<file path="src/core/meas_port_params.svh">
/*
  Constants of the parallel measurement output port: register offsets,
  field positions, reset values and timing counts.
  Assumes a 50 MHz clock; all counts are derived from it.
*/
`ifndef MEAS_PORT_PARAMS_SVH
`define MEAS_PORT_PARAMS_SVH

`define CLK_PERIOD_NS     20
`define BASE_PERIOD_NS    20000
`define SETUP_NS          1600
`define STROBE_NS         6000
`define TRIG_MAX_NS       30000
`define BASE_CYC          ((`BASE_PERIOD_NS + `CLK_PERIOD_NS - 1) / `CLK_PERIOD_NS)
`define SETUP_CYC         ((`SETUP_NS + `CLK_PERIOD_NS - 1) / `CLK_PERIOD_NS)
`define STROBE_CYC        ((`STROBE_NS + `CLK_PERIOD_NS - 1) / `CLK_PERIOD_NS)
`define TRIG_MAX_CYC      (`TRIG_MAX_NS / `CLK_PERIOD_NS)

`define AVG_EXP_FREE_MAX  5'h0b
`define AVG_EXP_MAX       5'h11

`define REG_CTRL          8'h00
`define REG_STATUS        8'h04
`define REG_MASK          8'h08
`define REG_LIVE          8'h0c
`define CTRL_AVG_LSB      0
`define CTRL_SUM_BIT      8
`define CTRL_RESET        32'h0000_0000
`define MASK_RESET        3'h0

`define EV_STROBE         0
`define EV_TRIGGER        1
`define EV_ALARM          2
`define EV_COUNT          3

`endif

</file>
<file path="src/core/meas_port_pkg.sv">
/*
  Types and the period function of the measurement output port.
  Assumes the constants header is on the include path.
*/
`include "meas_port_params.svh"

package meas_port_pkg;

  // Alarm bits: 0 high, 1 low, 2 +area, 3 -area, 4 bright, 5 dark, 6 error, 7 go
  typedef struct packed {
    logic [15:0] disp;
    logic [15:0] inten;
    logic [7:0]  alarm;
  } meas_s;

  function automatic logic [7:0] period_ticks(input logic [4:0] avg_exp,
                                              input logic       sum_mode);
    logic [2:0] sh;
    sh = (avg_exp > `AVG_EXP_FREE_MAX) ? 3'(avg_exp - `AVG_EXP_FREE_MAX) : 3'h0;
    return 8'(8'h01 << (sh + {2'h0, sum_mode}));
  endfunction

endpackage

</file>
<file path="src/core/interval_timer.sv">
/*
  Loadable down counter that reports busy and a one-cycle done pulse.
  Assumes the load value is at least one.
*/
`timescale 1ns/100ps

module interval_timer #(parameter int WIDTH = 10)
(
  input  wire logic             i_clk,
  input  wire logic             i_reset_n,
  input  wire logic             i_start,
  input  wire logic [WIDTH-1:0] i_load,
  output logic                  o_busy,
  output logic                  o_done
);

  logic [WIDTH-1:0] cnt_reg;
  logic [WIDTH-1:0] cnt_next;
  logic             busy_reg;
  logic             busy_next;

  assign o_done    = busy_reg && (cnt_reg == WIDTH'(1));
  assign o_busy    = busy_reg;
  assign cnt_next  = i_start ? i_load : (busy_reg ? cnt_reg - WIDTH'(1) : cnt_reg);
  assign busy_next = i_start | (busy_reg & ~o_done);

  always_ff @(posedge i_clk)
  begin
    if (!i_reset_n)
    begin
      cnt_reg  <= '0;
      busy_reg <= 1'b0;
    end
    else
    begin
      cnt_reg  <= cnt_next;
      busy_reg <= busy_next;
    end
  end

endmodule

</file>
<file path="src/core/event_status.sv">
/*
  Sticky event bits, a mask and one level interrupt.
  Assumes the clear comes from a read of the status word; a set wins.
*/
`timescale 1ns/100ps

module event_status #(parameter int WIDTH = 3)
(
  input  wire logic             i_clk,
  input  wire logic             i_reset_n,
  input  wire logic [WIDTH-1:0] i_set,
  input  wire logic             i_clear,
  input  wire logic [WIDTH-1:0] i_mask,
  output logic      [WIDTH-1:0] o_status,
  output logic                  o_irq
);

  logic [WIDTH-1:0] status_reg;
  logic [WIDTH-1:0] status_next;

  assign status_next = (i_clear ? '0 : status_reg) | i_set;
  assign o_status    = status_reg;
  assign o_irq       = |(status_reg & i_mask);

  always_ff @(posedge i_clk)
  begin
    if (!i_reset_n)
      status_reg <= '0;
    else
      status_reg <= status_next;
  end

endmodule

</file>
<file path="src/core/measurement_output_port.sv">
/*
  Parallel measurement output port: displacement and intensity words,
  alarm lines, combined alarm and a strobe, free-running or gated by an
  external trigger, with an APB register slave and an interrupt.
  Assumes all pin inputs are synchronous to i_clk and the gate input is
  pulled high outside the chip when left open.
*/
// Chosen here: the APB slave port and the address map.
`timescale 1ns/100ps
`include "meas_port_params.svh"

module measurement_output_port
(
  input  wire logic                 i_clk,
  input  wire logic                 i_reset_n,
  input  wire logic                 i_psel,
  input  wire logic                 i_penable,
  input  wire logic                 i_pwrite,
  input  wire logic [7:0]           i_paddr,
  input  wire logic [31:0]          i_pwdata,
  output logic      [31:0]          o_prdata,
  output logic                      o_pready,
  output logic                      o_pslverr,
  input  wire meas_port_pkg::meas_s i_meas,
  input  wire logic                 i_trigger_gate_n,
  input  wire logic                 i_ext_trigger_n,
  output logic      [15:0]          o_displacement_word,
  output logic      [15:0]          o_intensity_word,
  output logic      [7:0]           o_alarm_n,
  output logic                      o_alarm_or_n,
  output logic                      o_data_valid_pulse_n,
  output logic                      o_irq
);

  localparam int SETUP_WAIT = `SETUP_CYC + 1;
  localparam int TRIG_WAIT  = 1000;

  logic [4:0]               avg_exp_reg;
  logic [4:0]               avg_exp_next;
  logic                     sum_mode_reg;
  logic                     sum_mode_next;
  logic [`EV_COUNT-1:0]     mask_reg;
  logic [`EV_COUNT-1:0]     mask_next;
  logic [31:0]              prdata_reg;
  logic [31:0]              prdata_next;
  logic                     trig_prev_reg;
  logic                     pend_reg;
  logic                     pend_next;
  logic [7:0]               per_cnt_reg;
  logic [7:0]               per_cnt_next;
  meas_port_pkg::meas_s     out_reg;
  meas_port_pkg::meas_s     out_next;
  logic                     alarm_or_reg;
  logic                     alarm_or_next;
  logic [`EV_COUNT-1:0]     status;
  logic [`EV_COUNT-1:0]     ev_set;

  // Register decode
  wire       apb_setup  = i_psel & ~i_penable;
  wire       apb_access = i_psel & i_penable;
  wire       sel_ctrl   = i_paddr == `REG_CTRL;
  wire       sel_status = i_paddr == `REG_STATUS;
  wire       sel_mask   = i_paddr == `REG_MASK;
  wire       sel_live   = i_paddr == `REG_LIVE;
  wire       mapped     = sel_ctrl | sel_status | sel_mask | sel_live;
  wire       wr_ctrl    = apb_access & i_pwrite & sel_ctrl;
  wire       wr_mask    = apb_access & i_pwrite & sel_mask;
  wire       rd_clear   = apb_access & ~i_pwrite & sel_status;
  wire [4:0] wr_exp     = i_pwdata[`CTRL_AVG_LSB +: 5];

  // Sequencing
  wire       tick_busy;
  wire       tick;
  wire       setup_busy;
  wire       setup_done;
  wire       strobe_busy;
  wire       seq_busy   = setup_busy | strobe_busy;
  wire       gated      = ~i_trigger_gate_n;
  wire       trig_fall  = gated & trig_prev_reg & ~i_ext_trigger_n;
  wire [7:0] period     = meas_port_pkg::period_ticks(avg_exp_reg, sum_mode_reg);
  wire       boundary   = tick & (per_cnt_reg == period - 8'h01);
  wire       free_go    = tick & ~gated & ~seq_busy;
  wire       trig_go    = gated & (trig_fall | pend_reg) & ~seq_busy;
  wire       seq_start  = free_go | trig_go;
  wire       load_data  = (free_go & boundary) | trig_go;
  wire       alarm_load = load_data | (gated & boundary);
  wire       alarm_any  = |(~out_next.alarm[6:0]);
  wire [31:0] live_word = {27'h0, i_trigger_gate_n, i_ext_trigger_n, seq_busy,
                           o_data_valid_pulse_n, o_alarm_or_n};
  wire [31:0] ctrl_word = {23'h0, sum_mode_reg, 3'h0, avg_exp_reg};
  // An event set in the setup cycle is reported, since the access edge clears it
  wire [31:0] rd_mux    = sel_ctrl   ? ctrl_word :
                          sel_status ? {29'h0, status | ev_set} :
                          sel_mask   ? {29'h0, mask_reg} :
                          sel_live   ? live_word : 32'h0;

  // Zero wait states; unmapped addresses answer with an error
  assign o_pready  = 1'b1;
  assign o_pslverr = apb_access & ~mapped;
  assign o_prdata  = prdata_reg;

  // Out-of-range averaging settings clamp to the longest period
  assign avg_exp_next  = wr_ctrl ? ((wr_exp > `AVG_EXP_MAX) ? `AVG_EXP_MAX : wr_exp)
                                 : avg_exp_reg;
  assign sum_mode_next = wr_ctrl ? i_pwdata[`CTRL_SUM_BIT] : sum_mode_reg;
  assign mask_next     = wr_mask ? i_pwdata[`EV_COUNT-1:0] : mask_reg;
  assign prdata_next   = apb_setup ? rd_mux : prdata_reg;

  // A trigger that arrives mid-strobe waits, so words never move under it
  assign pend_next     = gated & ~trig_go & (pend_reg | trig_fall);

  // Period in 20 us ticks grows with averaging and sum mode; a new setting
  // restarts the count so a shorter period is never overrun
  assign per_cnt_next  = wr_ctrl ? 8'h00 :
                         !tick ? per_cnt_reg :
                         boundary ? 8'h00 : per_cnt_reg + 8'h01;

  // Alarms are captured with the data words, and also at each period boundary while gated
  assign out_next.disp  = load_data ? i_meas.disp  : out_reg.disp;
  assign out_next.inten = load_data ? i_meas.inten : out_reg.inten;
  assign out_next.alarm = alarm_load ? ~i_meas.alarm : out_reg.alarm;
  assign alarm_or_next  = ~alarm_any;

  assign o_displacement_word  = out_reg.disp;
  assign o_intensity_word     = out_reg.inten;
  assign o_alarm_n            = out_reg.alarm;
  assign o_alarm_or_n         = alarm_or_reg;
  assign o_data_valid_pulse_n = ~strobe_busy;

  assign ev_set[`EV_STROBE]  = setup_done;
  assign ev_set[`EV_TRIGGER] = trig_go;
  assign ev_set[`EV_ALARM]   = alarm_or_reg & ~alarm_or_next;

  always_ff @(posedge i_clk)
  begin
    if (!i_reset_n)
    begin
      avg_exp_reg   <= 5'(`CTRL_RESET);
      sum_mode_reg  <= 1'b0;
      mask_reg      <= `MASK_RESET;
      prdata_reg    <= 32'h0;
      trig_prev_reg <= 1'b1;
      pend_reg      <= 1'b0;
      per_cnt_reg   <= 8'h00;
      out_reg       <= {16'h0, 16'h0, 8'hff};
      alarm_or_reg  <= 1'b1;
    end
    else
    begin
      avg_exp_reg   <= avg_exp_next;
      sum_mode_reg  <= sum_mode_next;
      mask_reg      <= mask_next;
      prdata_reg    <= prdata_next;
      trig_prev_reg <= i_ext_trigger_n;
      pend_reg      <= pend_next;
      per_cnt_reg   <= per_cnt_next;
      out_reg       <= out_next;
      alarm_or_reg  <= alarm_or_next;
    end
  end

  // 20 us base tick, free running
  interval_timer #(.WIDTH(10)) u_tick
  (
    .i_clk     (i_clk),
    .i_reset_n (i_reset_n),
    .i_start   (~tick_busy | tick),
    .i_load    (10'(`BASE_CYC)),
    .o_busy    (tick_busy),
    .o_done    (tick)
  );

  // Data settle time before the strobe edge
  interval_timer #(.WIDTH(10)) u_setup
  (
    .i_clk     (i_clk),
    .i_reset_n (i_reset_n),
    .i_start   (seq_start),
    .i_load    (10'(`SETUP_CYC)),
    .o_busy    (setup_busy),
    .o_done    (setup_done)
  );

  interval_timer #(.WIDTH(10)) u_strobe
  (
    .i_clk     (i_clk),
    .i_reset_n (i_reset_n),
    .i_start   (setup_done),
    .i_load    (10'(`STROBE_CYC)),
    .o_busy    (strobe_busy),
    .o_done    ()
  );

  event_status #(.WIDTH(`EV_COUNT)) u_events
  (
    .i_clk     (i_clk),
    .i_reset_n (i_reset_n),
    .i_set     (ev_set),
    .i_clear   (rd_clear),
    .i_mask    (mask_reg),
    .o_status  (status),
    .o_irq     (o_irq)
  );

  // Checking helpers
  logic [9:0]  low_cnt_reg;
  logic [10:0] gap_cnt_reg;
  logic        free_only_reg;

  always_ff @(posedge i_clk)
  begin
    if (!i_reset_n)
    begin
      low_cnt_reg   <= 10'h000;
      gap_cnt_reg   <= 11'h000;
      free_only_reg <= 1'b0;
    end
    else
    begin
      low_cnt_reg   <= o_data_valid_pulse_n ? 10'h000 : low_cnt_reg + 10'h001;
      gap_cnt_reg   <= setup_done ? 11'h001 : gap_cnt_reg + 11'h001;
      free_only_reg <= setup_done ? ~gated : (free_only_reg & ~gated);
    end
  end
endmodule

</file>
<file path="config.mk">
export PLATFORM = sky130hd
export DESIGN_NAME = measurement_output_port
export DESIGN_NICKNAME = d
export VERILOG_FILES = /design/src/core/meas_port_pkg.sv /design/src/core/interval_timer.sv /design/src/core/event_status.sv /design/src/core/measurement_output_port.sv
export VERILOG_INCLUDE_DIRS = /design/src /design/src/core
export SDC_FILE = /design/constraint.sdc
export NUM_CORES = 1
export LEC_CHECK = 0
export ABC_CLOCK_PERIOD_IN_PS = 6500
export BUFFER_PORTS_ARGS = -buffer_cell sky130_fd_sc_hd__buf_2
export CORE_MARGIN = 2
export CORE_UTILIZATION = 54
export DETAILED_ROUTE_END_ITERATION = 8
export PLACE_DENSITY = 0.83
export SKIP_CTS_REPAIR_TIMING = 1
export SLEW_MARGIN = 20
export SYNTH_ARGS = -nofsm -noshare
export SYNTH_HDL_FRONTEND = slang
export SYNTH_SLANG_ARGS = --single-unit
export TNS_END_PERCENT = 1
</file>
<file path="constraint.sdc">
create_clock -name i_clk -period 6.5 [get_ports i_clk]
set_clock_uncertainty 0.15 [all_clocks]
set_input_delay 0.325 -clock i_clk [delete_from_list [all_inputs] [get_ports i_clk]]
set_output_delay 0.325 -clock i_clk [all_outputs]
set_load 0.02 [all_outputs]
</file>
# Word level (Yosys, flattened, before mapping)
# Cells that the tools add are included.
op_classes:
  add_sub_neg: 7
  multipliers: 0
  n_div: 0
  magnitude_cmp: 2
  eq_ne: 7
  shift: 1
  n_mux: 15
  bitwise_logic: 54
  n_reduce_logical: 13
ops:
  columns: ["operator", "n"]
  rows:
  - ["$eq 10x1->1 const B", 3]
  - ["$sub 10x1->10 const B", 3]
  - ["$mux 9", 3]
  - ["$and 1x1->1", 23]
  - ["$mux 7", 3]
  - ["$mux 10", 2]
  - ["$mux 5", 4]
  - ["$eq 8x4->1 const B", 2]
  - ["$not 1->1", 14]
  - ["$or 1x1->1", 12]
  - ["$add 8x1->8 const B", 1]
  - ["$eq 8x3->1 const B", 1]
  - ["$eq 8x8->1", 1]
  - ["$logic_not 8->1", 1]
  - ["$mux 8", 1]
  - ["$not 8->8", 1]
  - ["$reduce_or 2->1", 4]
  - ["$shl 1x3->8 const A", 1]
  - ["$sub 8x1->8 const B", 1]
  - ["$not 7->7", 1]
  - ["$reduce_or 7->1", 1]
  - ["$mux 3", 2]
  - ["$or 3x3->3", 2]
  - ["$reduce_bool 2->1", 3]
  - ["other kinds (7)", 9]
word_totals:
  register_bits: 128
  latchBits: 0
  ramBits: 0
  romBits: 0
  in_bits: 87
  out_inout_bits: 77
  wordCells: 121
  n_memories: 0

# Longest topological paths before layout
depth:
  depth_word: 17
  ltp_mapped: 18
  ltp_nobuf: 17

# By module
# Synthesis repeated with hierarchy kept, for this count alone.
hier_totals:
  cells_unflattened: 662
  area_unflattened_um2: 5542.8
modules_own_cells:
  columns: ["module", "instances", "cells_per_inst", "area_each_um2", "seq_area_each_um2"]
  rows:
  - ["measurement_output_port", 1, 438, 3562.2, 1321.3]
  - ["interval_timer", 3, 71, 621.8, 220.2]
  - ["event_status", 1, 11, 115.1, 60.1]

# Worst setup path after synthesis
# No wires, ideal clock.
synth_timing:
  path_kind: "flip-flop to flip-flop"
  from: "register avg_exp_reg[0]"
  to: "register out_reg (netlist bit o_intensity_word[2])"
  setup_time_ns: 0.128
  t_arrival_ns: 3.606
  required_ns: 6.222
  setup_slack_ns: 2.617
  path_stages_with_launch: 19
  path_buffers: 1
  synth_period_minus_slack_ns: 3.883
  path_cell_list: "dfxtp_1 > ha_1 > o21bai_1 > a21oi_1 > nor2b_1 > ha_1 > a31o_2 > nand2_1 > nand3b_1 > ha_1 > xor2_1 > a21boi_0 > nor4_1 > mux2i_1 > a2111oi_4 > a21oi_2 > buf_6 > mux2i_1 > nor2_1"
synth_between:
  elab_chain_cells: 9
  elab_cells_between_ends: 10
  cone_classes: "add/sub (3); order compare (1); eq/ne (1); shift (1); mux (1); bitwise (3)"
synth_rtl:
  columns: ["item", "line", "rtl"]
  rows:
  - ["from (decl)", "measurement_output_port.sv:38", "logic [4:0] avg_exp_reg;"]
  - ["from (signal assigned)", "measurement_output_port.sv:138", "avg_exp_reg <= 5'(`CTRL_RESET);"]
  - ["from (signal assigned)", "measurement_output_port.sv:150", "avg_exp_reg <= avg_exp_next;"]
  - ["$gt 5x4->1 (no line) or $sub 3x2->3 (tied branches)", null, null]
  - ["$mux 3 *", "meas_port_pkg.sv:19", "sh = (avg_exp > `AVG_EXP_FREE_MAX) ? 3'(avg_exp - `AVG_EXP_FREE_MAX) : 3'h0;"]
  - ["$add 3x1->3 *", "meas_port_pkg.sv:20", "return 8'(8'h01 << (sh + {2'h0, sum_mode}));"]
  - ["$shl 1x3->8 *", "meas_port_pkg.sv:20", null]
  - ["$sub 8x1->8 *", "measurement_output_port.sv:81", "wire boundary = tick & (per_cnt_reg == period - 8'h01);"]
  - ["$eq 8x8->1 *", "measurement_output_port.sv:81", null]
  - ["$and 1x1->1 *", "measurement_output_port.sv:81", null]
  - ["$and 1x1->1 *", "measurement_output_port.sv:85", "wire load_data = (free_go & boundary) | trig_go;"]
  - ["$or 1x1->1 *", "measurement_output_port.sv:85", null]
  - ["to (signal assigned)", "measurement_output_port.sv:145", "out_reg <= {16'h0, 16'h0, 8'hff};"]
  - ["to (signal assigned)", "measurement_output_port.sv:157", "out_reg <= out_next;"]
  - ["to (decl)", "measurement_output_port.sv:51", "meas_port_pkg::meas_s out_reg;"]
# Mark *: on every way between the ends. The rest lies on a longest branch, timed or not.
# A chain may end at the register's enable or synchronous reset.

# Worst setup path in the final report
layout_timing:
  from: "register avg_exp_reg[0]"
  to: "register out_reg (netlist bit o_intensity_word[0])"
# Same word-level chain as after synthesis.

==> impl_metrics.sql <==
INSERT INTO impl_metrics (metric_group, metric, value, unit) VALUES
('run_status', 'run_status', 'complete, no violations', ''),
('worst_setup_path', 'timing_worst_setup_path_type', 'reg -> reg', ''),
('worst_setup_path', 'timing.reg2reg.setup_slack', '1.87', 'ns'),
('worst_setup_path', 'worst_r2r_path_depth', '18', ''),
('global_routing', 'grt_start_max_net_pins', '65', ''),
('worst_setup_path', 'timing.critical_path.slowest_cell_delay', '0.55', 'ns'),
('global_routing', 'via_count_of_the_first_global_routing_pass', '4094', ''),
('routing', 'wl_per_cell', '14.2', 'µm'),
('logic_synthesis', 'synth.lib_cells_used.distinct', '62', ''),
('hold_path', 'worst_hold_path_type', 'in -> reg', ''),
('die', 'num_rows', '34', ''),
('power', 'switching_share', '0.288', ''),
('die', 'design.portCount', '164', ''),
('sta', 'fin_hold_ws', '0.0282', 'ns'),
('logic_synthesis', 'synth_cells', '549', ''),
('clock_tree', 'tritoncts', 'done', ''),
('logic_synthesis', 'postSynth.asyncResetShare', '0', ''),
('worst_setup_path', 'critical_path_depth', '18', ''),
('global_routing', 'grt_util_all_layers', '0.227', ''),
('clock_tree', 'worst_skew_pair.late_latency', '0.36', 'ns'),
('worst_setup_path', 'critical_path.max_fanout', '32', ''),
('flow_run', 'drv.max_cap_violation_count', '0', ''),
('placed_design', 'post_detailed_placement_half_perimeter_wirelength', '8.12', 'mm'),
('cells_and_area', 'leading_cell_type_in_the_layout_fill_and_taps_excluded', 'sky130_fd_sc_hd__buf_2', ''),
('worst_setup_path', 'worstPathBufferInverterCount', '1', ''),
('cells_and_area', 'syn2layout_area_growth', '14.9', '%'),
('worst_setup_path', 'timing.critical_path.from', 'avg_exp_reg[0]', ''),
('routing', 'detailroute.via_count', '4176', ''),
('clock_tree', 'clk_pin_slew', '0.10', 'ns'),
('routing', 'via_per_inst', '5.46', ''),
('routing', 'drt.antenna.violating_nets', '0', ''),
('logic_synthesis', 'synthSimpleGateAreaFrac', '0.224', ''),
('worst_setup_path', 'path_cells', 'ha_1 -> o21bai_1 -> a21oi_1 -> nor2b_1 -> ha_1 -> a31o_2 -> nand2_1 -> nand3b_1 -> ha_1 -> xor2_1 -> a21boi_0 -> nor4_1 -> mux2i_1 -> a2111oi_4 -> a21oi_4 -> buf_4 -> mux2i_1 -> nor2_1', ''),
('worst_setup_path', 'cp_slowest_cell', 'sky130_fd_sc_hd__a2111oi_4', ''),
('routing', 'drt-total-wl', '10.9', 'mm'),
('routing', 'detail_route.drc_violations', '0', ''),
('cells_and_area', 'final_layout_size_suffix_gt1_frac', '0.218', ''),
('clock_tree', 'clock-root-buffer', 'sky130_fd_sc_hd__clkbuf_8', ''),
('sta', 'finalSetupTns', '0', 'ns'),
('worst_setup_path', 'regToRegEndpoint', 'o_intensity_word[0]', ''),
('sta', 'max-slew-margin-rel', '0.425', ''),
('logic_synthesis', 'synthXorXnorAreaFrac', '0.0611', ''),
('worst_setup_path', 'r2r_start', 'avg_exp_reg[0]', ''),
('worst_setup_path', 'critPathTopFamily', 'compound AO/OA/AOI/OAI gates', ''),
('logic_synthesis', 'largest_family_of_logic_cells_by_synthesized_area', 'simple AND/OR/NAND/NOR gates', ''),
('cells_and_area', 'final_util', '0.639', ''),
('die', 'die_h', '98.8', 'µm'),
('sta', 'post-route-period-util', '0.713', ''),
('die', 'design.core.area', '8720', 'µm²'),
('sta', 'finalHoldViolations', '0', ''),
('clock_tree', 'total_clock_buffers_created_by_cts', '9', ''),
('power', 'p_clk_frac', '0.325', ''),
('logic_synthesis', 'share_of_synthesized_area_occupied_by_flip_flops_and_latches', '0.421', ''),
('cells_and_area', 'antenna-diode-count', '0', ''),
('die', 'design.die.area', '9760', 'µm²'),
('logic_synthesis', 'synth_compound_area_frac', '0.110', ''),
('worst_setup_path', 'cp-start-kind', 'register', ''),
('sta', 'rsz0062_at_grt', 'no', ''),
('clock_tree', 'cts_num_sinks', '102', ''),
('global_routing', 'antenna_found_initial', '0', ''),
('cells_and_area', 'finish.net_count', '750', ''),
('sta', 'drv_slew', '0', ''),
('worst_setup_path', 'critPathMostFrequentCell', 'sky130_fd_sc_hd__ha_1', ''),
('sta', 'max_freq', '216', 'MHz'),
('logic_synthesis', 'synthMuxAreaShare', '0.0836', ''),
('placed_design', 'globalplace.congestion', '0.846', ''),
('logic_synthesis', 'flip_flop_cell_with_the_highest_count_after_synthesis', 'sky130_fd_sc_hd__dfxtp_1', ''),
('sta', 'period_minus_slack', '4.63', 'ns'),
('power', 'ir_drop', '0.138', 'mV'),
('worst_setup_path', 'cp_arrival', '4.70', 'ns'),
('cells_and_area', 'layout.cells.most_common_list', '110 x sky130_fd_sc_hd__buf_2, 102 x sky130_fd_sc_hd__dfxtp_1, 87 x sky130_fd_sc_hd__nor2_1', '');
[synth_stat cells (2+ instances only)]
cell / number
sky130_fd_sc_hd__dfxtp_1: 102
sky130_fd_sc_hd__nor2_1: 87
sky130_fd_sc_hd__nand2_1: 48
sky130_fd_sc_hd__a21oi_1: 38
sky130_fd_sc_hd__mux2i_1: 36
sky130_fd_sc_hd__buf_4: 27
sky130_fd_sc_hd__xnor2_1: 16
sky130_fd_sc_hd__xor2_1: 16
sky130_fd_sc_hd__nor3_1: 15
sky130_fd_sc_hd__clkbuf_1: 13
sky130_fd_sc_hd__nand3_1: 13
sky130_fd_sc_hd__inv_1: 12
sky130_fd_sc_hd__ha_1: 11
sky130_fd_sc_hd__nand2b_1: 11
sky130_fd_sc_hd__nor4_1: 11
sky130_fd_sc_hd__nand4_1: 10
sky130_fd_sc_hd__o211ai_1: 9
sky130_fd_sc_hd__nor2b_1: 5
sky130_fd_sc_hd__a31oi_1: 4
sky130_fd_sc_hd__and3_1: 4
sky130_fd_sc_hd__nand3b_1: 4
sky130_fd_sc_hd__a211oi_1: 3
sky130_fd_sc_hd__buf_6: 3
sky130_fd_sc_hd__nor4b_1: 3
sky130_fd_sc_hd__o31ai_1: 3
sky130_fd_sc_hd__a22oi_1: 2
sky130_fd_sc_hd__and2_1: 2
sky130_fd_sc_hd__conb_1: 2
sky130_fd_sc_hd__mux4_2: 2
sky130_fd_sc_hd__o21ai_0: 2
sky130_fd_sc_hd__o21ai_1: 2
sky130_fd_sc_hd__or2_2: 2
sky130_fd_sc_hd__or4_1: 2
[worst min path at each step]
stage,startpoint,end,depth (start not counted)
global placement,o_prdata[1],o_prdata[1],2
CTS,i_meas[27],o_displacement_word[3],3
floorplan,i_reset_n,u_tick.o_busy,0
finish,i_meas[7],o_alarm_n[7],2
detailed placement,o_prdata[1],o_prdata[1],2
global route,i_meas[4],o_alarm_n[4],2
[power by group through the flow]
stage	Sequential [mW]	Clock (mW)	Combinational (mW)
after detailed placement	0.694	0	0.186
after global placement	0.692	0	0.179
final	0.680	0.418	0.187
after CTS	0.680	0.424	0.187
after floorplan	0.705	0	0.128
after global routing	0.685	0.450	0.209
[routing by layer]
metal	vias to the layer above	GRT usage	wire (µm)
li1	2067	-	-
met1	1947	0.280	4590
met2	149	0.398	5420
met3	13	0.0603	745
met4	0	0.0537	104
met5	-	0	0
[cells by family (layout without fill, tap and decap cells)]
family | Yosys count | in the layout
and+or+nand+nor | 226 | 226
DFF | 102 | 102
AOI/OAI and AO/OA | 79 | 79
buffers and inverters | 58 | 141
muxes | 38 | 38
xor gates and xnor gates | 33 | 33
adders and majority gates | 11 | 11
other | 2 | 27
[per-stage QoR]
step | instances | cell area [µm²] | setup WS (ns)
global route | 765 | 5570 | 1.51
CTS | 765 | 5570 | 1.88
detailed placement | 749 | 5360 | 1.92
global placement | 749 | 5360 | 2.16
floorplan | 574 | 4940 | 2.62
finish | 765 | 5570 | 1.87
[area by class of cell]
cell class / instances / area (µm²)
flip-flops and latches: 102 / 2040
fillers: 707 / 3150
clock buffers: 9 / 124
clock inverters: 7 / 87.6
inverters: 13 / 50.0
well taps: 108 / 135
multi-input cells: 414 / 2570
repair buffers: 112 / 566
No activity file was read; power rests on OpenSTA's default activity.
